**config.mk**
```make
export PLATFORM = sky130hd
export DESIGN_NAME = watchdog_timer_control
export DESIGN_NICKNAME = d
export VERILOG_FILES = /design/src/wdt_ctrl_pkg.sv /design/src/watchdog_timer_control.sv
export SDC_FILE = /design/constraint.sdc
export NUM_CORES = 1
export LEC_CHECK = 0
export ABC_CLOCK_PERIOD_IN_PS = 3850
export BUFFER_PORTS_ARGS = -buffer_cell sky130_fd_sc_hd__clkbuf_2
export CORE_MARGIN = 2
export CORE_UTILIZATION = 51
export CTS_CLUSTER_SIZE = 8
export DETAILED_ROUTE_END_ITERATION = 6
export HOLD_SLACK_MARGIN = 0.15
export PLACE_DENSITY = 0.74
export SYNTH_ARGS = -nofsm -noshare
export SYNTH_HDL_FRONTEND = slang
export SYNTH_SLANG_ARGS = --single-unit
```
**constraint.sdc**
```tcl
create_clock -name core_clk -period 3.85 [get_ports core_clk]
set_input_delay 0.385 -clock core_clk [delete_from_list [all_inputs] [get_ports core_clk]]
set_output_delay 0.385 -clock core_clk [all_outputs]
set_load 0.01 [all_outputs]
```
**src/wdt_ctrl_pkg.sv**
```systemverilog
package wdt_ctrl_pkg;
  // register map, byte addresses on the plain port
  localparam logic [3:0] ADDR_CTRL = 4'h0;
  localparam logic [3:0] ADDR_CAUSE = 4'h1;
  // control register fields
  localparam int BIT_IRQ_FLAG = 7;
  localparam int BIT_IRQ_EN = 6;
  localparam int BIT_SEL3 = 5;
  localparam int BIT_UNLOCK = 4;
  localparam int BIT_RST_EN = 3;
  localparam int BIT_SEL_HI = 2;
  localparam int BIT_SEL_LO = 0;
  // cause register field
  localparam int BIT_CAUSE = 3;
  localparam logic [7:0] CTRL_RESET = 8'h00;
  localparam logic [3:0] SEL_RESET = 4'h0;
  localparam logic [3:0] SEL_MAX = 4'h9;
  localparam logic [2:0] UNLOCK_CYCLES = 3'h4;
  localparam logic [15:0] RESET_VECTOR = 16'h0000;
  localparam int CNT_W = 21;
  localparam logic [CNT_W-1:0] BASE_COUNT = 21'h000800;
endpackage

```
**src/watchdog_timer_control.sv**
```systemverilog
// Functional notes
// - the reset-enable bit may be cleared, or the time-out select changed, only while unlocked.
// - the change-unlock bit clears itself four system clocks after software sets it.
// - while the reset-cause flag is set the reset-enable bit is forced to one.
// - the four-bit time-out select sits at bit 5 and bits 2..0 of the control register.
// - select codes 0 to 9 give 2048 doubling to 1048576 oscillator cycles; 10 to 15 are reserved.
// - a watchdog system reset restarts execution at program address zero.
// - the reset-cause flag is set by a watchdog reset, cleared by writing zero or by power-on.
// - with both enables set the first time-out interrupts; the interrupt acknowledge then drops to reset-only mode.
`timescale 1ns/1ps
module watchdog_timer_control #(
  parameter int CNT_W = wdt_ctrl_pkg::CNT_W
) (
  // clock and reset
  input wire logic core_clk,
  input wire logic rst,
  input wire logic por,
  // register port
  input wire logic [3:0] addr,
  input wire logic [7:0] wdata,
  input wire logic wr,
  input wire logic rd,
  output logic [7:0] rdata,
  // watchdog oscillator tick pin and cpu hooks
  input wire logic osc_pin,
  input wire logic kick,
  input wire logic irq_ack,
  // outputs
  output logic irq,
  output logic sys_reset,
  output logic [15:0] reset_vector
);
  logic osc_s1_r, osc_s2_r, osc_s3_r;
  logic [7:0] rdata_r, rdata_nxt;
  logic irq_flag_r, irq_flag_nxt, irq_en_r, irq_en_nxt;
  logic unlock_r, unlock_nxt, rst_en_r, rst_en_nxt;
  logic [2:0] unlock_cnt_r, unlock_cnt_nxt;
  logic [3:0] sel_r, sel_nxt;
  logic cause_r, cause_nxt, sysrst_r, sysrst_nxt;
  logic [CNT_W-1:0] cnt_r, cnt_nxt;
  logic tick, timeout, wr_ctrl, wr_cause;
  logic [3:0] wsel;
  logic [CNT_W-1:0] limit;

  assign wr_ctrl = wr && addr == wdt_ctrl_pkg::ADDR_CTRL;
  assign wr_cause = wr && addr == wdt_ctrl_pkg::ADDR_CAUSE;
  assign wsel = {wdata[wdt_ctrl_pkg::BIT_SEL3],
                 wdata[wdt_ctrl_pkg::BIT_SEL_HI:wdt_ctrl_pkg::BIT_SEL_LO]};
  // reserved codes saturate at the longest time-out
  assign limit = wdt_ctrl_pkg::BASE_COUNT <<
                 ((sel_r > wdt_ctrl_pkg::SEL_MAX) ? wdt_ctrl_pkg::SEL_MAX : sel_r);
  assign tick = osc_s2_r & ~osc_s3_r;
  // at-or-past, so a shorter select chosen mid-count still ends the period
  assign timeout = tick && (rst_en_r || irq_en_r) && cnt_r >= limit - 1'b1;

  // oscillator pin crosses in through two flops; third flop only for the edge
  always_ff @(posedge core_clk) begin
    osc_s1_r <= osc_pin;
    osc_s2_r <= osc_s1_r;
    osc_s3_r <= osc_s2_r;
  end

  always_comb begin
    irq_flag_nxt = irq_flag_r;
    irq_en_nxt = irq_en_r;
    unlock_nxt = unlock_r;
    unlock_cnt_nxt = unlock_cnt_r;
    rst_en_nxt = rst_en_r;
    sel_nxt = sel_r;
    cause_nxt = cause_r;
    sysrst_nxt = 1'b0;
    cnt_nxt = cnt_r;
    rdata_nxt = 8'h00;
    if (rd) begin
      if (addr == wdt_ctrl_pkg::ADDR_CTRL) begin
        rdata_nxt = {irq_flag_r, irq_en_r, sel_r[3], unlock_r, rst_en_r, sel_r[2:0]};
      end else if (addr == wdt_ctrl_pkg::ADDR_CAUSE) begin
        rdata_nxt[wdt_ctrl_pkg::BIT_CAUSE] = cause_r;
      end
    end
    if (unlock_r) begin
      unlock_cnt_nxt = unlock_cnt_r + 3'h1;
      if (unlock_cnt_r == wdt_ctrl_pkg::UNLOCK_CYCLES - 3'h1) begin
        unlock_nxt = 1'b0;
      end
    end
    if (wr_cause && !wdata[wdt_ctrl_pkg::BIT_CAUSE]) begin
      cause_nxt = 1'b0;
    end
    if (wr_ctrl) begin
      irq_en_nxt = wdata[wdt_ctrl_pkg::BIT_IRQ_EN];
      if (wdata[wdt_ctrl_pkg::BIT_IRQ_FLAG]) begin
        irq_flag_nxt = 1'b0;
      end
      if (wdata[wdt_ctrl_pkg::BIT_RST_EN]) begin
        rst_en_nxt = 1'b1;
      end else if (unlock_r) begin
        rst_en_nxt = 1'b0;
      end
      if (unlock_r) begin
        sel_nxt = wsel;
      end
      // a fresh unlock needs the reset-enable bit written one alongside
      if (wdata[wdt_ctrl_pkg::BIT_UNLOCK] && wdata[wdt_ctrl_pkg::BIT_RST_EN]) begin
        unlock_nxt = 1'b1;
        unlock_cnt_nxt = 3'h0;
      end else if (!wdata[wdt_ctrl_pkg::BIT_UNLOCK]) begin
        unlock_nxt = 1'b0;
      end
    end
    if (irq_ack) begin
      irq_flag_nxt = 1'b0;
      irq_en_nxt = 1'b0;
    end
    // a stopped watchdog holds zero, so enabling it starts a full period
    if (kick || !(rst_en_r || irq_en_r)) begin
      cnt_nxt = '0;
    end else if (tick) begin
      cnt_nxt = timeout ? '0 : cnt_r + 1'b1;
    end
    if (timeout) begin
      if (irq_en_r && !irq_flag_r) begin
        irq_flag_nxt = 1'b1;
      end else if (rst_en_r) begin
        sysrst_nxt = 1'b1;
        cause_nxt = 1'b1;
      end
    end
    if (cause_nxt) begin
      rst_en_nxt = 1'b1;
    end
  end

  always_ff @(posedge core_clk) begin
    if (rst) begin
      rdata_r <= 8'h00;
      irq_flag_r <= 1'b0;
      irq_en_r <= 1'b0;
      unlock_r <= 1'b0;
      unlock_cnt_r <= 3'h0;
      // cause flag is untouched by this reset, so reset-enable restarts forced
      rst_en_r <= cause_r;
      sel_r <= wdt_ctrl_pkg::SEL_RESET;
      cnt_r <= '0;
      sysrst_r <= 1'b0;
    end else begin
      rdata_r <= rdata_nxt;
      irq_flag_r <= irq_flag_nxt;
      irq_en_r <= irq_en_nxt;
      unlock_r <= unlock_nxt;
      unlock_cnt_r <= unlock_cnt_nxt;
      rst_en_r <= rst_en_nxt | cause_nxt;
      sel_r <= sel_nxt;
      cnt_r <= cnt_nxt;
      sysrst_r <= sysrst_nxt;
    end
  end

  // cause flag survives the watchdog reset itself; only power-on or writing zero to the cause bit clears it
  always_ff @(posedge core_clk) begin
    if (por) begin
      cause_r <= 1'b0;
    end else begin
      cause_r <= cause_nxt;
    end
  end

  assign rdata = rdata_r;
  assign irq = irq_flag_r & irq_en_r;
  assign sys_reset = sysrst_r;
  assign reset_vector = wdt_ctrl_pkg::RESET_VECTOR;

  // unlock window: exactly four cycles unless software rewrites the register
  a_unlock_holds: assert property (@(posedge core_clk) disable iff (rst)
    $rose(unlock_r) ##0 (!wr_ctrl) [*3] |=> unlock_r)
    else $error("unlock bit dropped early");
  a_unlock_expires: assert property (@(posedge core_clk) disable iff (rst)
    $rose(unlock_r) ##0 (!wr_ctrl) [*4] |=> !unlock_r)
    else $error("unlock bit outlived four cycles");
  a_cause_forces_en: assert property (@(posedge core_clk) disable iff (rst)
    cause_r |-> rst_en_r)
    else $error("reset enable low while cause flag set");
  a_locked_sel: assert property (@(posedge core_clk) disable iff (rst)
    !unlock_r |=> $stable(sel_r))
    else $error("select changed while locked");
  a_locked_en: assert property (@(posedge core_clk) disable iff (rst)
    !unlock_r && rst_en_r |=> rst_en_r)
    else $error("reset enable cleared while locked");
  a_reset_cause: assert property (@(posedge core_clk) disable iff (rst || por)
    sys_reset |-> cause_r)
    else $error("system reset without cause flag");
  // time-out actions per mode
  a_first_irq: assert property (@(posedge core_clk) disable iff (rst)
    timeout && irq_en_r && !irq_flag_r |=> irq_flag_r && !sys_reset)
    else $error("first time-out did not interrupt");
  a_ack_reset_only: assert property (@(posedge core_clk) disable iff (rst)
    irq_ack |=> !irq_en_r)
    else $error("interrupt enable kept after vector");
  a_second_timeout: assert property (@(posedge core_clk) disable iff (rst)
    timeout && rst_en_r && !(irq_en_r && !irq_flag_r) |=> sys_reset)
    else $error("reset-mode time-out did not reset");
  a_no_reset_stopped: assert property (@(posedge core_clk) disable iff (rst)
    !rst_en_r |=> !sys_reset)
    else $error("system reset with reset enable clear");
  a_kick_clears: assert property (@(posedge core_clk) disable iff (rst)
    kick |=> cnt_r == '0)
    else $error("counter not restarted");
  a_stopped_idle: assert property (@(posedge core_clk) disable iff (rst)
    !(rst_en_r || irq_en_r) |=> cnt_r == '0)
    else $error("counter moved while stopped");
  a_vector_zero: assert property (@(posedge core_clk)
    sys_reset |-> reset_vector == 16'h0000)
    else $error("reset vector not zero");
  a_sel_field: assert property (@(posedge core_clk) disable iff (rst)
    wr_ctrl && unlock_r |=> sel_r == $past(wsel))
    else $error("select field not taken");
  c_unlock: cover property (@(posedge core_clk) disable iff (rst) $rose(unlock_r));
  c_irq: cover property (@(posedge core_clk) disable iff (rst) $rose(irq_flag_r));
  c_sysrst: cover property (@(posedge core_clk) disable iff (rst) sys_reset);
  c_protected_clear: cover property (@(posedge core_clk) disable iff (rst)
    unlock_r && wr_ctrl && !wdata[wdt_ctrl_pkg::BIT_RST_EN]);
  c_forced_en: cover property (@(posedge core_clk) disable iff (rst)
    cause_r && unlock_r && wr_ctrl && !wdata[wdt_ctrl_pkg::BIT_RST_EN]);
endmodule

```
==> metrics.md <==
| Metric | Value |
|---|---|
| NumNets Final | `316` |
| Clock transition at the registers of the reported paths | `0.09 ns` |
| H-tree Lvls | `2` |
| Synth cell types | `45` |
| Power Density | `307 nW/µm²` |
| Hold endpoint | `osc_s1_r` |
| Maximum clock insertion buffer count | `2` |
| Share of the synthesized area in the top cell type | `37.5%` |
| Setup Fix Bufs, Post-CTS | `0` |
| Setup tns final | `0 ns` |
| Final non-filler cell total | `335` |
| Core ar. | `4440 µm²` |
| Hpwl dp | `3.21 mm` |
| Power Total | `0.792 mW` |
| Status | `completed` |
| RSZ-0062 raised after global routing | `false` |
| Initial antenna violation count | `0` |
| Vias in the first global route | `1698` |
| Hold Startpoint | `osc_pin` |
| FFs w/ async S/R, synth | `0%` |
| PostCTS Resize Cnt | `0` |
| Avg Cell Area, Syn | `9.35 µm²` |
| Vias/cell | `5.43` |
| Overflow after GRT | `0` |
| Maximum clock rate | `300 MHz` |
| Ant diodes | `0` |
| Synth area leaders | `dfxtp_1 (38%), nor3_2 (7.9%), ha_1 (7.3%)` |
| Row count | `24` |
| Root buffer cell | `clkbuf_8` |
| Net Sw Frac | `23.3%` |
| CP Launch Type | `register` |
| Largest net degree at the start of global routing | `26` |
| Initial Util | `54.1%` |
| Worst Clk Skew | `0.00919 ns` |
| Post-cts hold buffer count | `0` |
| Commonest non-fill, non-tap cell in the layout | `dfxtp_1` |
| Vias | `1820` |
| Clock network power share | `37.0%` |
| Reg2Reg Depth | `11` |
| Slew headroom | `28.3%` |
| Largest area contributor in the netlist | `dfxtp_1` |
| Post-Route WL | `4.26 mm` |
| Placer Congestion | `0.748` |
| # IOs | `46` |
| Net load switching power | `0.185 mW` |
| Crit path max fanout | `25` |
| Clock latency on the worst-skew pair | `0.30 ns` |
| EDFF count, synth | `0` |
| Final Max Slew Viols | `0` |
| Tmin final | `3.34 ns` |
| Pre-antenna DRT Iters | `4` |
| WP data arrival | `3.58 ns` |
| Total CTS buffers | `5` |
| Max VDD drop | `0.271 mV` |
| Clock tree from TritonCTS | `built` |
| Max-cap check violation count | `0` |
| Die span in x | `72.6 µm` |
| Fin crit share | `86.6%` |
| Worst R2R Setup Slack | `0.51 ns` |
| DR iter-0 viols | `81` |
| Residual DRC | `0` |
| WS Path Type | `register to register` |
| Cells after Synth | `257` |
| # setup viols final | `0` |
| Comb pwr share | `3.9%` |
| Post-synth top flop | `dfxtp_1` |
| Critical Path Sink Type | `register` |
| Placed Cells | `327` |
| Global Route Usage Sum | `17.7%` |
| WP data required | `4.10 ns` |
| Leakage | `1.01 nW` |
| Die Ht | `72.6 µm` |
| Share of layout cells above drive strength 1 | `21.2%` |
| Syn. warnings | `0` |
| Die ar. | `5280 µm²` |
| Synthesized flop and latch total | `45` |
| Most frequent cells in the layout | `dfxtp_1 (45), clkbuf_2 (29), nor3_2 (19)` |
| Port Buffers | `29` |
| Wire per inst | `12.7 µm` |
| Reg2reg end | `sys_reset` |
| Seq pwr share | `59.2%` |
| Int Pwr | `0.607 mW` |
| Synth Cell Area | `2400 µm²` |
| Final Hold Fails | `0` |
| Antenna-violating nets left | `0` |
| CTS Sinks | `45` |
| Seq/Total Area, Yosys | `37.5%` |
| First-pass GRT wire length | `7.42 mm` |
| R2R Path Start | `sel_r[0]` |
| Layout area overhead | `7.50%` |
| WHS Path Cells | `1` |
| Worst Tran Pin Value | `1.07 ns` |
| Min-delay worst type | `input pin to register` |
## registers in the layout (all words and copies together) (netlist names)
| signal | flops |
|---|---|
| irq_en_r | 1 |
| unlock_r | 1 |
| irq_flag_r | 1 |
| osc_s1_r | 1 |
| cause_r | 1 |
| rst_en_r | 1 |
| sel_r | 4 |
| rdata | 8 |
| unlock_cnt_r | 3 |
| sys_reset | 1 |
| cnt_r | 21 |
| osc_s3_r | 1 |
| osc_s2_r | 1 |
## how the worst max path moves through the flow
stage,from,end,slack (ns),cells past startpoint
after floorplan,sel_r[0],cnt_r[10],0.95,13
after global placement,sel_r[0],sys_reset,0.61,11
after detailed placement,sel_r[0],rst_en_r,0.55,12
after CTS,sel_r[0],rst_en_r,0.54,12
after global routing,sel_r[1],cnt_r[0],0.24,11
final,sel_r[0],sys_reset,0.51,11
## cell type report
cell class / count / area [µm²]
Clock inverter: 3 / 21.3
Sequential cell: 45 / 901
Clock buffer: 5 / 68.8
Tap cell: 52 / 65.1
Timing Repair Buffer: 29 / 145
Inverter: 7 / 26.3
Multi-Input combinational cell: 194 / 1360
Fill cell: 427 / 1860
## stage by stage
step / util, % / hold slack, ns / area [µm²] / worst slack, ns
3_5_place_dp: 56.1 / 0.312 / 2490 / 0.548
2_1_floorplan: - / 0.310 / 2460 / 0.953
5_1_grt: 58.1 / 0.168 / 2580 / 0.238
3_3_place_gp: 56.1 / 0.313 / 2490 / 0.610
6_report: 58.1 / 0.179 / 2580 / 0.515
4_1_cts: 58.1 / 0.168 / 2580 / 0.536
## worst max-delay path, stage by stage (launching register included)
cell and delay (ns):
dfxtp_1 0.36, or2_2 0.32, or3_1 0.34, ha_1 0.26
nor3_1 0.16, a21o_1 0.10, a32oi_1 0.09, ha_1 0.29
o2111ai_1 0.12, a311oi_1 0.30, o31a_2 0.64, and4b_1 0.29
## kinds of logic after synthesis
group,Yosys count,share of synthesized area (%)
AO/OA/AOI/OAI,30,8.54
multiplexers,3,1.25
AND/OR/NAND/NOR,109,29.0
flip-flops,45,37.5
other,2,0.313
XOR/XNOR,21,7.66
adder cells (fa/ha/maj),14,7.29
buffers and inverters,33,8.44
## metal layers
layer	share of wire (%)	global-route usage, %	vias to the layer above	wire, µm
met5	0	0	-	0
li1	-	-	933	-
met3	3.7	2.90	4	159
met4	1.1	6.79	0	49
met2	47	28.3	39	2000
met1	48	23.9	844	2050
## power by group through the flow
stage | Combinational, mW | Sequential, mW | Clock [mW]
2_1_floorplan | 0.0295 | 0.479 | 0
4_1_cts | 0.0303 | 0.469 | 0.303
6_report | 0.0305 | 0.469 | 0.293
3_3_place_gp | 0.0300 | 0.480 | 0
5_1_grt | 0.0345 | 0.469 | 0.321
3_5_place_dp | 0.0303 | 0.480 | 0
## synth_stat cells, drive strengths merged (3+ instances only)
library cell / number
o21ai: 7
nand4: 11
and2: 8
ha: 14
nand2b: 4
and3: 4
nor3: 24
buf: 21
xnor2: 5
or3: 3
mux2i: 3
clkbuf: 5
nor2: 13
dfxtp: 45
inv: 7
a21oi: 10
nand3: 16
nand2: 12
nand3b: 5
xor2: 16
No activity file was read; power rests on OpenSTA's default activity.
